==> src/rtl/eag_pkg.sv <==
/*
  Constants, modes and helpers for the effective address generator.
  Assumes a core that presents decoded instruction fields and register contents.
*/
package eag_pkg;
  // =====================================================
  // Address map
  localparam logic [15:0] EAG_SADDR_LO = 16'hfe20;
  localparam logic [15:0] EAG_SADDR_HI = 16'hff1f;
  localparam logic [15:0] EAG_RAM_HI = 16'hfeff;
  localparam logic [15:0] EAG_SFR_LO = 16'hff00;
  localparam logic [15:0] EAG_SFR_GAP_LO = 16'hffd0;
  localparam logic [15:0] EAG_SFR_GAP_HI = 16'hffdf;
  localparam logic [7:0] EAG_SADDR_SPLIT = 8'h20;
  localparam logic [7:0] EAG_UPPER_SFR = 8'hff;
  localparam logic [7:0] EAG_UPPER_RAM = 8'hfe;
  localparam logic [15:0] EAG_TABLE_BASE = 16'h0040;
  localparam int EAG_VEC_LSB = 1;
  localparam int EAG_VEC_MSB = 5;
  localparam logic [15:0] EAG_RESET_ADDR = 16'h0000;

  // =====================================================
  // Modes
  typedef enum logic [3:0] {
    EAG_M_NONE = 4'h0, EAG_M_IMM_BR = 4'h1, EAG_M_TABLE = 4'h2, EAG_M_REG_BR = 4'h3,
    EAG_M_DIRECT = 4'h4, EAG_M_SHORT = 4'h5, EAG_M_SFR = 4'h6, EAG_M_REG = 4'h7,
    EAG_M_INDIRECT = 4'h8, EAG_M_BASED = 4'h9, EAG_M_STACK = 4'ha
  } eag_mode_t;

  // Table fetch sequence: Gray along idle, low byte, high byte
  typedef enum logic [1:0] {
    EAG_S_IDLE = 2'b00, EAG_S_TLO = 2'b01, EAG_S_THI = 2'b11
  } eag_state_t;

  // Byte register codes X,A,C,B,E,D,L,H = 0..7; pairs acc,count,second,base = 0..3
  localparam logic [1:0] EAG_RP_ACC = 2'h0;
  localparam logic [1:0] EAG_RP_SECOND = 2'h2;
  localparam logic [1:0] EAG_RP_BASE = 2'h3;

  function automatic logic [15:0] eag_short_addr(input logic [7:0] f);
    eag_short_addr = {(f < EAG_SADDR_SPLIT) ? EAG_UPPER_SFR : EAG_UPPER_RAM, f};
  endfunction
endpackage : eag_pkg

==> src/rtl/eag_core.sv <==
/*
  Effective address generator: branch targets and operand addresses.
  Assumes the core holds op_valid for one cycle per instruction, keeps the
  register file outside, and answers table reads with mem_rdata in the same
  cycle as mem_rd_r.
*/
`timescale 1ns/1ps
`default_nettype none
module eag_core
  import eag_pkg::*;
(
  input wire logic clk_sys,
  input wire logic rst_b,
  input wire logic clk_en,
  input wire logic op_valid,
  input wire logic [3:0] op_mode,
  input wire logic [7:0] op_code,
  input wire logic [15:0] op_imm16,
  input wire logic [7:0] op_imm8,
  input wire logic op_word,
  input wire logic op_use_base,
  input wire logic [15:0] acc_pair,
  input wire logic [15:0] count_pair,
  input wire logic [15:0] second_pointer_pair,
  input wire logic [15:0] base_pair,
  input wire logic [15:0] stack_ptr,
  input wire logic [7:0] mem_rdata,
  output logic pc_load_r,
  output logic [15:0] pc_target_r,
  output logic addr_valid_r,
  output logic [15:0] addr_r,
  output logic addr_is_ram_r,
  output logic addr_is_sfr_r,
  output logic addr_err_r,
  output logic reg_sel_valid_r,
  output logic reg_sel_word_r,
  output logic [2:0] reg_sel_r,
  output logic mem_rd_r,
  output logic [15:0] mem_raddr_r,
  output logic busy_r
);
  // =====================================================
  // State
  typedef struct packed {
    eag_state_t st;
    logic busy;
    logic [15:0] vec;
    logic [7:0] lo;
    logic pc_load;
    logic [15:0] pc;
    logic av;
    logic [15:0] addr;
    logic ram;
    logic sfr;
    logic err;
    logic rv;
    logic rw;
    logic [2:0] rs;
    logic rd;
    logic [15:0] raddr;
  } eag_reg_t;

  eag_reg_t s_r, s_nxt;
  eag_mode_t mode;
  assign mode = eag_mode_t'(op_mode);

  function automatic logic in_ram(input logic [15:0] a);
    in_ram = (a >= EAG_SADDR_LO) && (a <= EAG_RAM_HI);
  endfunction

  function automatic logic in_sfr(input logic [15:0] a);
    in_sfr = (a >= EAG_SFR_LO) && !((a >= EAG_SFR_GAP_LO) && (a <= EAG_SFR_GAP_HI));
  endfunction

  // =====================================================
  // Next state
  always_comb begin
    logic [15:0] a;
    a = EAG_RESET_ADDR;
    s_nxt = s_r;
    s_nxt.pc_load = 1'b0;
    s_nxt.av = 1'b0;
    s_nxt.rv = 1'b0;
    s_nxt.rd = 1'b0;
    unique case (s_r.st)
      EAG_S_IDLE: begin
        if (op_valid) begin
          unique case (mode)
            EAG_M_IMM_BR: begin
              s_nxt.pc_load = 1'b1;
              s_nxt.pc = op_imm16;
            end
            EAG_M_TABLE: begin
              // Each entry is two bytes, low byte first
              s_nxt.vec = EAG_TABLE_BASE |
                {10'h000, op_code[EAG_VEC_MSB:EAG_VEC_LSB], 1'b0};
              s_nxt.rd = 1'b1;
              s_nxt.raddr = s_nxt.vec;
              s_nxt.st = EAG_S_TLO;
              s_nxt.busy = 1'b1;
            end
            EAG_M_REG_BR: begin
              s_nxt.pc_load = 1'b1;
              s_nxt.pc = acc_pair;
            end
            EAG_M_REG: begin
              s_nxt.rv = 1'b1;
              s_nxt.rw = op_word;
              // Code order follows the pair and byte layout directly
              s_nxt.rs = op_word ? {1'b0, op_code[1:0]} : op_code[2:0];
            end
            EAG_M_NONE: begin
            end
            default: begin
              unique case (mode)
                EAG_M_DIRECT: a = op_imm16;
                EAG_M_SHORT: a = eag_short_addr(op_imm8);
                EAG_M_SFR: a = {EAG_UPPER_SFR, op_imm8};
                EAG_M_INDIRECT: a = op_use_base ? base_pair : second_pointer_pair;
                EAG_M_BASED: a = base_pair + {8'h00, op_imm8};
                EAG_M_STACK: a = stack_ptr;
                default: a = EAG_RESET_ADDR;
              endcase
              s_nxt.av = 1'b1;
              s_nxt.addr = a;
              s_nxt.ram = in_ram(a);
              s_nxt.sfr = in_sfr(a);
              // Flags an illegal target: stack outside RAM, SFR in the gap, odd word in short mode, undefined mode
              s_nxt.err = ((mode == EAG_M_STACK) && !in_ram(a)) ||
                          ((mode == EAG_M_SFR) && !in_sfr(a)) ||
                          ((mode == EAG_M_SHORT) && op_word && a[0]) ||
                          (eag_mode_t'(op_mode) > EAG_M_STACK);
            end
          endcase
        end
      end
      EAG_S_TLO: begin
        s_nxt.lo = mem_rdata;
        s_nxt.rd = 1'b1;
        s_nxt.raddr = s_r.vec + 16'h0001;
        s_nxt.st = EAG_S_THI;
      end
      EAG_S_THI: begin
        s_nxt.pc_load = 1'b1;
        s_nxt.pc = {mem_rdata, s_r.lo};
        s_nxt.st = EAG_S_IDLE;
        s_nxt.busy = 1'b0;
      end
      default: begin
        s_nxt.st = EAG_S_IDLE;
        s_nxt.busy = 1'b0;
      end
    endcase
  end

  always_ff @(posedge clk_sys or negedge rst_b) begin
    if (!rst_b) begin
      s_r <= '0;
    end else if (clk_en) begin
      s_r <= s_nxt;
    end
  end

  // =====================================================
  // Outputs
  assign pc_load_r = s_r.pc_load;
  assign pc_target_r = s_r.pc;
  assign addr_valid_r = s_r.av;
  assign addr_r = s_r.addr;
  assign addr_is_ram_r = s_r.ram;
  assign addr_is_sfr_r = s_r.sfr;
  assign addr_err_r = s_r.err;
  assign reg_sel_valid_r = s_r.rv;
  assign reg_sel_word_r = s_r.rw;
  assign reg_sel_r = s_r.rs;
  assign mem_rd_r = s_r.rd;
  assign mem_raddr_r = s_r.raddr;
  assign busy_r = s_r.busy;
endmodule // eag_core
`default_nettype wire

==> config.mk <==
export PLATFORM = sky130hd
export DESIGN_NAME = eag_core
export DESIGN_NICKNAME = d
export VERILOG_FILES = /design/src/rtl/eag_pkg.sv /design/src/rtl/eag_core.sv
export SDC_FILE = /design/constraint.sdc
export NUM_CORES = 1
export LEC_CHECK = 0
export ABC_AREA = 0
export BUFFER_PORTS_ARGS = -buffer_cell sky130_fd_sc_hd__buf_2
export CAP_MARGIN = 15
export CORE_MARGIN = 5
export CORE_UTILIZATION = 30
export DETAILED_ROUTE_END_ITERATION = 16
export SYNTH_ARGS = -nofsm -noshare
export SYNTH_HDL_FRONTEND = slang
export SYNTH_SLANG_ARGS = --single-unit
==> constraint.sdc <==
create_clock -name clk_sys -period 2.5 [get_ports clk_sys]
set_clock_uncertainty 0.1 [all_clocks]
set_input_delay 0.375 -clock clk_sys [delete_from_list [all_inputs] [get_ports clk_sys]]
set_output_delay 0.375 -clock clk_sys [all_outputs]
set_load 0.1 [all_outputs]
==> Implementation_results.wiki, run 1 <==
{| class="wikitable"
! Metric !! Value
|-
| TritonCTS Sinks || 67
|-
| Minimum clock period after layout || 2660 ps
|-
| Root buf cell || sky130_fd_sc_hd__clkbuf_16
|-
| Mean number of vias per cell || 4.98
|-
| Max capacitance violation total || 0
|-
| Number of synthesized register bits || 67
|-
| Placement row count || 45
|-
| Fraction of synthesized cell area taken by the top area cell type || 0.358
|-
| Max Clock Freq || 375 MHz
|-
| TritonCTS clock tree || yes
|-
| P_sw || between 3 and 4 mW
|-
| Area growth from synthesis to layout || 37.5%
|-
| Setup Crit Path Kind || in -> reg
|-
| Number of cells after detailed placement || 925
|-
| Nets || 875
|-
| Horizontal extent of the die || 135 µm
|-
| Via count of the first global-routing pass || 4730
|-
| Final Max Tran Viols || 0
|-
| Largest cells by area after synthesis || sky130_fd_sc_hd__dfrtp_1, sky130_fd_sc_hd__buf_4, sky130_fd_sc_hd__a21oi_1, sky130_fd_sc_hd__nor2_1, sky130_fd_sc_hd__mux2_2
|-
| Ratio of cells with drive above 1 in the final layout || 0.431
|-
| Cell area after placement || 6030 µm²
|-
| Total Die Area || 18200 µm²
|-
| Final Routed Wirelength || 16500 µm
|-
| Final clock period utilization by the worst path || 1.07
|-
| Initial core utilization || 0.307
|-
| Post-DRT Antenna Nets || 0
|-
| Outcome || complete, but fails checks
|-
| Wire length of the first global-routing pass || approximately 26000 µm
|-
| Portion of the post-synthesis area used by sequential elements || 0.358
|-
| Filler Cell Count || 1573
|-
| Worst hold-check path type || in -> reg
|-
| Clock latency on the worst-skew pair || 340 ps
|-
| Mux cell area share after synthesis || 0.0753
|-
| Area of the mapped netlist || 4690 µm²
|-
| Average wire length per cell after detail routing || 17.4 µm
|-
| Synthesized-area fraction occupied by ao, oa, aoi and oai cells || 0.246
|-
| H-tree levels || 3
|-
| Total of endpoints with negative setup slack in the final report || 4
|-
| Initial antenna violation count || 1
|-
| Dominant combinational cell family by area after synthesis || compound AO/OA/AOI/OAI gates
|-
| Post-layout instance area || 6450 µm²
|-
| Launching element type of the critical path || input pin
|-
| Most frequently used cell type in the post-synthesis netlist || sky130_fd_sc_hd__dfrtp_1
|-
| Proportion of synthesized flip-flops having asynchronous set or reset || 1.00
|-
| Drt first-iter violations || 324
|-
| Final hold violation count || 0
|-
| Sw frac || 0.551
|-
| Worst setup slack after layout || -165 ps
|-
| Post-Synthesis Mean Instance Area || 8.75 µm²
|-
| Clock network fraction of design power || 0.185
|-
| Count of flip-flops with a built-in enable after synthesis || 0
|-
| IR drop worst, VDD || ~0.53 mV
|-
| Most area-hungry cell type in the Yosys netlist || sky130_fd_sc_hd__dfrtp_1
|-
| RSZ-0062 raised after global routing || true
|-
| Endpoint class of the critical path || flip-flop
|-
| Cell Pwr Density || approximately 1100 nW/µm²
|-
| Combinational power share || 0.572
|-
| Crit path arrival time || 2780 ps
|-
| Adder-cell share of the synthesized area || 0.0336
|-
| Xor/xnor share of the synthesized area || 0.0187
|-
| Predominant post-synthesis flop cell || sky130_fd_sc_hd__dfrtp_1
|-
| Final RePlAce weighted congestion || between 0.8 and 0.9
|-
| Area of the core || approximately 15000 µm²
|-
| # diodes || 0
|-
| Maximum fanout along the worst path || 5
|-
| Floorplan die height || 135 µm
|-
| GRT Residual Overflow || 0
|-
| Max Root-Sink Buffers || 2
|-
| Pleak || just over 3 nW
|-
| Routed vias || 4724
|-
| Number of warnings printed during yosys synthesis || 0
|-
| DP HPWL || about 13000 µm
|-
| Total global routing track utilization || 0.183
|-
| Failing checks || negative setup slack
|-
| Top post-synthesis cells by count || sky130_fd_sc_hd__dfrtp_1, sky130_fd_sc_hd__a21oi_1, sky130_fd_sc_hd__buf_4, sky130_fd_sc_hd__nor2_1, sky130_fd_sc_hd__nand2_1
|-
| Worst Tran Pin Value || just under 1000 ps
|-
| Simple-Gate Fraction of Synth Area || 0.151
|-
| Count of boundary I/O pins || 190
|-
| Pre-antenna DRT Iters || 7
|-
| Number of buffers created by CTS || 9
|-
| Pre-CTS setup slack || -506 ps
|-
| Count of placed standard cells in the final layout, fillers left out || about 950
|-
| Final Util || 0.423
|-
| Count of cell types in the netlist || 65
|-
| Largest net degree at the start of global routing || 47
|-
| Worst slew margin relative to its limit || 0.347
|-
| Number of DRC violations after detailed routing || 0
|-
| Cell internal power dissipation || ~3.1 mW
|-
| Count of mapped cells out of synthesis || approximately 540
|-
| Clock-pin transition on the worst setup and hold timing paths || around 60 ps
|-
| Data required time of the critical path || about 2600 ps
|-
| Worst hold margin || 174 ps
|-
| Port-buffer cells || roughly 160
|-
| Part of the total power dissipated in sequential elements || 0.243
|}
[power groups by stage]
stage	Combinational (mW)	Clock, mW	Sequential, mW
2_1_floorplan	3.35	0	1.90
3_3_place_gp	3.97	0	1.71
3_5_place_dp	3.99	0	1.72
4_1_cts	4.02	1.34	1.70
5_1_grt	4.20	1.38	1.76
6_report	3.99	1.29	1.70
[state kept, by name, indices dropped and copies added, names as in the netlist]
name and count:
addr_err_r 1, addr_is_ram_r 1, addr_is_sfr_r 1, addr_r 16, addr_valid_r 1, busy_r 1
mem_raddr_r 7, mem_rd_r 1, pc_load_r 1, pc_target_r 16, reg_sel_r 3, reg_sel_valid_r 1
reg_sel_word_r 1, s_r 16
[metal layers]
metal,up-vias,share of wire,GRT usage
li1,2311,-,-
met1,2214,0.46,0.249
met2,172,0.46,0.291
met3,25,0.061,0.0384
met4,2,0.020,0.0549
met5,-,0.00067,0
[cell usage in the layout, fill, tap and decap left out, drive strengths merged, types with 7 or more instances in the layout]
master,n
inv,7
a21oi,62
nand3,10
o211ai,11
dfrtp,67
conb,9
buf,261
nor3,7
mux2i,15
o21ai,29
clkbuf,9
ha,11
nand2,44
a22oi,17
nor2,51
mux2,18
[metrics by stage]
stage          TNS [ps]  total power, mW
6_report           -360             6.98
5_1_grt           -1270             7.33
4_1_cts            -294             7.06
3_5_place_dp      -1560             5.71
3_3_place_gp      -1460             5.68
2_1_floorplan      -198             5.25
[worst max-delay path, cell delays in order]
cell                       delay, ps
sky130_fd_sc_hd__buf_2           110
sky130_fd_sc_hd__ha_1            320
sky130_fd_sc_hd__o211ai_1        110
sky130_fd_sc_hd__o211ai_1        390
sky130_fd_sc_hd__a21boi_1        160
sky130_fd_sc_hd__buf_4           160
sky130_fd_sc_hd__buf_4           120
sky130_fd_sc_hd__buf_4           120
sky130_fd_sc_hd__buf_4           120
sky130_fd_sc_hd__buf_4           130
sky130_fd_sc_hd__buf_4           120
sky130_fd_sc_hd__buf_4           120
sky130_fd_sc_hd__a21o_1          160
sky130_fd_sc_hd__a21oi_1         170
sky130_fd_sc_hd__o21ai_0          90
[timing repair]
| item | in CTS | in global routing |
|---|---|---|
| buffers inserted | 7 | 0 |
| hold buffers | 1 | 0 |
| pin swaps | 4 | 2 |
| gates resized for setup | 7 | 1 |
| setup endpoints to repair | 3 | 4 |
| gates cloned | 0 | 0 |
| hold endpoints to repair | 21 | 0 |
[kinds of logic (layout without fill, tap and decap cells)]
group                    after synthesis  in the layout
AO/OA/AOI/OAI                        175            175
XOR/XNOR                              10             10
buffers and inverters                 90            284
flip-flops                            67             67
AND/OR/NAND/NOR                      148            148
adder cells (fa/ha/maj)               12             12
multiplexers                          33             33
other                                  1              9
[final timing paths]
check,slack (ps),to,cells past startpoint,startpoint
worst max-delay path,-160,addr_r[14]$_DFFE_PN0P_,15,op_imm8[3]
worst min-delay path,170,reg_sel_r[0]$_DFFE_PN0P_,2,op_code[0]
worst max register to register,260,addr_err_r$_DFFE_PN0P_,7,s_r[84]$_DFFE_PN0P_
worst min register to register,370,addr_r[0]$_DFFE_PN0P_,1,addr_r[0]$_DFFE_PN0P_
max in group asynchronous,1160,s_r[66]$_DFFE_PN0P_,3,rst_b
min in group asynchronous,490,addr_r[1]$_DFFE_PN0P_,2,rst_b
[cell type report]
cell class,count,area (µm²),area share
Inverter,6,22.5,0.00349
Clock inverter,7,77.6,0.0120
Clock buffer,9,225,0.0349
Sequential cell,67,1680,0.260
Multi-Input combinational cell,387,2590,0.402
Timing Repair Buffer,262,1590,0.246
Tap cell,211,264,0.0409
Power figures use the tool's default switching activity.
==> run 2: changes to the inputs <==
--- a/config.mk
+++ b/config.mk
@@ -6,11 +6,11 @@
 export NUM_CORES = 1
 export LEC_CHECK = 0
 export ABC_AREA = 0
-export BUFFER_PORTS_ARGS = -buffer_cell sky130_fd_sc_hd__buf_2
 export CAP_MARGIN = 15
 export CORE_MARGIN = 5
 export CORE_UTILIZATION = 30
 export DETAILED_ROUTE_END_ITERATION = 16
+export DONT_BUFFER_PORTS = 1
 export SYNTH_ARGS = -nofsm -noshare
 export SYNTH_HDL_FRONTEND = slang
 export SYNTH_SLANG_ARGS = --single-unit
==> Implementation_results.wiki, run 2 (synthesized netlist as in run 1, its figures left out) <==
{| class="wikitable"
! Metric !! Value
|-
| Outcome || complete, but fails checks
|-
| Failing checks || negative setup slack
|-
| Largest net degree at the start of global routing || 68 (+45%)
|-
| Total Negative Setup Slacks || -239 ps (+121 ps)
|-
| Pleak || 2.30 nW (-25%)
|-
| Pre-antenna DRT Iters || 5 (-2)
|-
| Via count of the first global-routing pass || 4187 (-11%)
|-
| Total of endpoints with negative setup slack in the final report || 2 (-2)
|-
| Power after layout || 6.54 mW (-6.3%)
|-
| Setup Crit Path Kind || in -> reg
|-
| Final Util || 0.357 (-0.0658)
|-
| Number of DRC violations after detailed routing || 0 (unchanged)
|-
| Cell depth of the worst flop-to-flop path || 7 (unchanged)
|-
| Most frequent cells in the layout || sky130_fd_sc_hd__buf_4, sky130_fd_sc_hd__dfrtp_1, sky130_fd_sc_hd__a21oi_1
|-
| Multi-input combinational cell area || 2590 µm² (about the same)
|-
| Nets || 691 (-21%)
|-
| IR drop worst, VDD || 0.542 mV (+1.7%)
|-
| Placement row count || 45 (unchanged)
|-
| Count of boundary I/O pins || 190 (unchanged)
|-
| H-tree levels || 3 (unchanged)
|-
| Ratio of cells with drive above 1 in the final layout || 0.244 (-0.187)
|-
| Post-layout instance area || 5440 µm² (-16%)
|-
| Endpoint class of the critical path || flip-flop
|-
| Max Root-Sink Buffers || 2 (unchanged)
|-
| Minimum clock period after layout || 2630 ps (-31.9 ps)
|-
| Worst slew margin relative to its limit || 0.356 (+0.00823)
|-
| Drt first-iter violations || 236 (-27%)
|-
| RSZ-0062 raised after global routing || true
|-
| Destination of the worst register-to-register timing path || addr_err_r$_DFFE_PN0P_
|-
| Cell Pwr Density || 1200 nW/µm² (+11%)
|-
| Final Routed Wirelength || 16600 µm (+0.31%)
|-
| Total Die Area || 18200 µm² (unchanged)
|-
| Register area || 1680 µm² (unchanged)
|-
| Floorplan die height || 135 µm (unchanged)
|-
| Root buf cell || sky130_fd_sc_hd__clkbuf_16
|-
| # Post-CTS Setup Buffers || 0 (-7)
|-
| Max capacitance violation total || 0 (unchanged)
|-
| Area growth from synthesis to layout || 16.1%
|-
| Crit path arrival time || 2730 ps (-50 ps)
|-
| Mean number of vias per cell || 5.35 (+7.5%)
|-
| Leading cell type in the layout, fill and taps excluded || sky130_fd_sc_hd__buf_4
|-
| Worst setup slack after layout || -133 ps (+31.9 ps)
|-
| Post-DRT Antenna Nets || 0 (unchanged)
|-
| Maximum fanout along the worst path || 5 (unchanged)
|-
| TritonCTS Sinks || 67 (unchanged)
|-
| Horizontal extent of the die || 135 µm (unchanged)
|-
| Internal reg-to-reg setup slack || 370 ps (+110 ps)
|-
| Count of placed standard cells in the final layout, fillers left out || 765 (-19%)
|-
| Worst hold margin || 66.1 ps (-108 ps)
|-
| # diodes || 0 (unchanged)
|-
| Worst hold path depth || 2 (unchanged)
|-
| Routed vias || 4092 (-13%)
|-
| GRT Residual Overflow || 0 (unchanged)
|-
| Initial core utilization || 0.307 (unchanged)
|-
| Max Clock Freq || 380 MHz (+1.2%)
|-
| Final RePlAce weighted congestion || 0.845 (-4.2%)
|-
| Number of buffers created by CTS || 9 (unchanged)
|-
| Filler Cell Count || 1573 (unchanged)
|-
| Clock-pin transition on the worst setup and hold timing paths || 60 ps (about the same)
|-
| TritonCTS clock tree || yes
|-
| Data required time of the critical path || 2600 ps (-20 ps)
|-
| Launching element type of the critical path || input pin
|-
| Cell area after placement || 5100 µm² (-15%)
|-
| Worst hold-check path type || in -> reg
|-
| Beginning of the worst hold path || op_code[1]
|-
| Clock latency on the worst-skew pair || 340 ps (about the same)
|-
| Average wire length per cell after detail routing || 21.7 µm (+24%)
|-
| Initial antenna violation count || 0 (-1)
|-
| Pre-CTS setup slack || -375 ps (+131 ps)
|-
| Final Max Tran Viols || 0 (unchanged)
|-
| Area of the core || 15300 µm² (unchanged)
|-
| Final hold violation count || 0 (unchanged)
|-
| R2R Path Start || s_r[84]$_DFFE_PN0P_
|-
| Total global routing track utilization || 0.180 (-0.00241)
|-
| Port-buffer cells || 0 (-100%)
|-
| DP HPWL || 13200 µm (-1.7%)
|-
| Final clock period utilization by the worst path || 1.05 (-0.0128)
|-
| Number of cells after detailed placement || 747 (-19%)
|-
| Wire length of the first global-routing pass || 24900 µm (-3.3%)
|-
| Hold Path End || mem_raddr_r[1]$_DFFE_PN0P_
|-
| Worst Tran Pin Value || 967 ps (-9.79 ps)
|}
[run 2: worst max-delay path by stage]
stage / start / endpoint / slack, ps / depth (start not counted)
after detailed placement: op_imm8[0] / addr_err_r$_DFFE_PN0P_ / -380 / 10
after CTS: op_imm8[0] / addr_err_r$_DFFE_PN0P_ / -30 / 10
after global placement: op_imm8[0] / addr_err_r$_DFFE_PN0P_ / -300 / 10
after global routing: op_imm8[0] / addr_err_r$_DFFE_PN0P_ / -230 / 10
final: op_imm8[0] / addr_err_r$_DFFE_PN0P_ / -130 / 10
after floorplan: op_mode[1] / addr_err_r$_DFFE_PN0P_ / -110 / 10
[run 2: layout make-up]
| cell class | instances | share of cell area |
|---|---|---|
| Tap cell | 211 | 0.0485 |
| Inverter | 6 | 0.00414 |
| Clock inverter | 7 | 0.00965 |
| Timing Repair Buffer | 78 | 0.112 |
| Multi-Input combinational cell | 387 | 0.477 |
| Clock buffer | 9 | 0.0414 |
| Sequential cell | 67 | 0.308 |
[run 2: timing repair]
item	in CTS	in global routing
pin swaps	1	2
hold endpoints to repair	67	0
gates resized for setup	0	6
hold buffers	2	0
endpoints found under the setup margin	2	3
[run 2: report_power, final]
part / switching, mW / internal (mW)
clock network: 0.527 / 0.676
registers: 1.90 / 1.46
logic: 1.32 / 0.662
[run 2: per-layer routing]
layer | up-vias | wire (µm) | GRT usage
met3 | 32 | 1510 | 0.0667
li1 | 1932 | - | -
met1 | 1954 | 6970 | 0.223
met2 | 174 | 7530 | 0.280
met4 | 0 | 573 | 0.0817
met5 | - | 0 | 0
[run 2: critical path: stages]
cell and delay, ps:
sky130_fd_sc_hd__ha_4 140, sky130_fd_sc_hd__fa_2 360, sky130_fd_sc_hd__a211oi_2 240, sky130_fd_sc_hd__o211ai_1 270
sky130_fd_sc_hd__a21boi_1 260, sky130_fd_sc_hd__a221oi_1 90, sky130_fd_sc_hd__a2111oi_2 330, sky130_fd_sc_hd__nand4_1 230
sky130_fd_sc_hd__a311oi_2 290, sky130_fd_sc_hd__o311ai_1 130
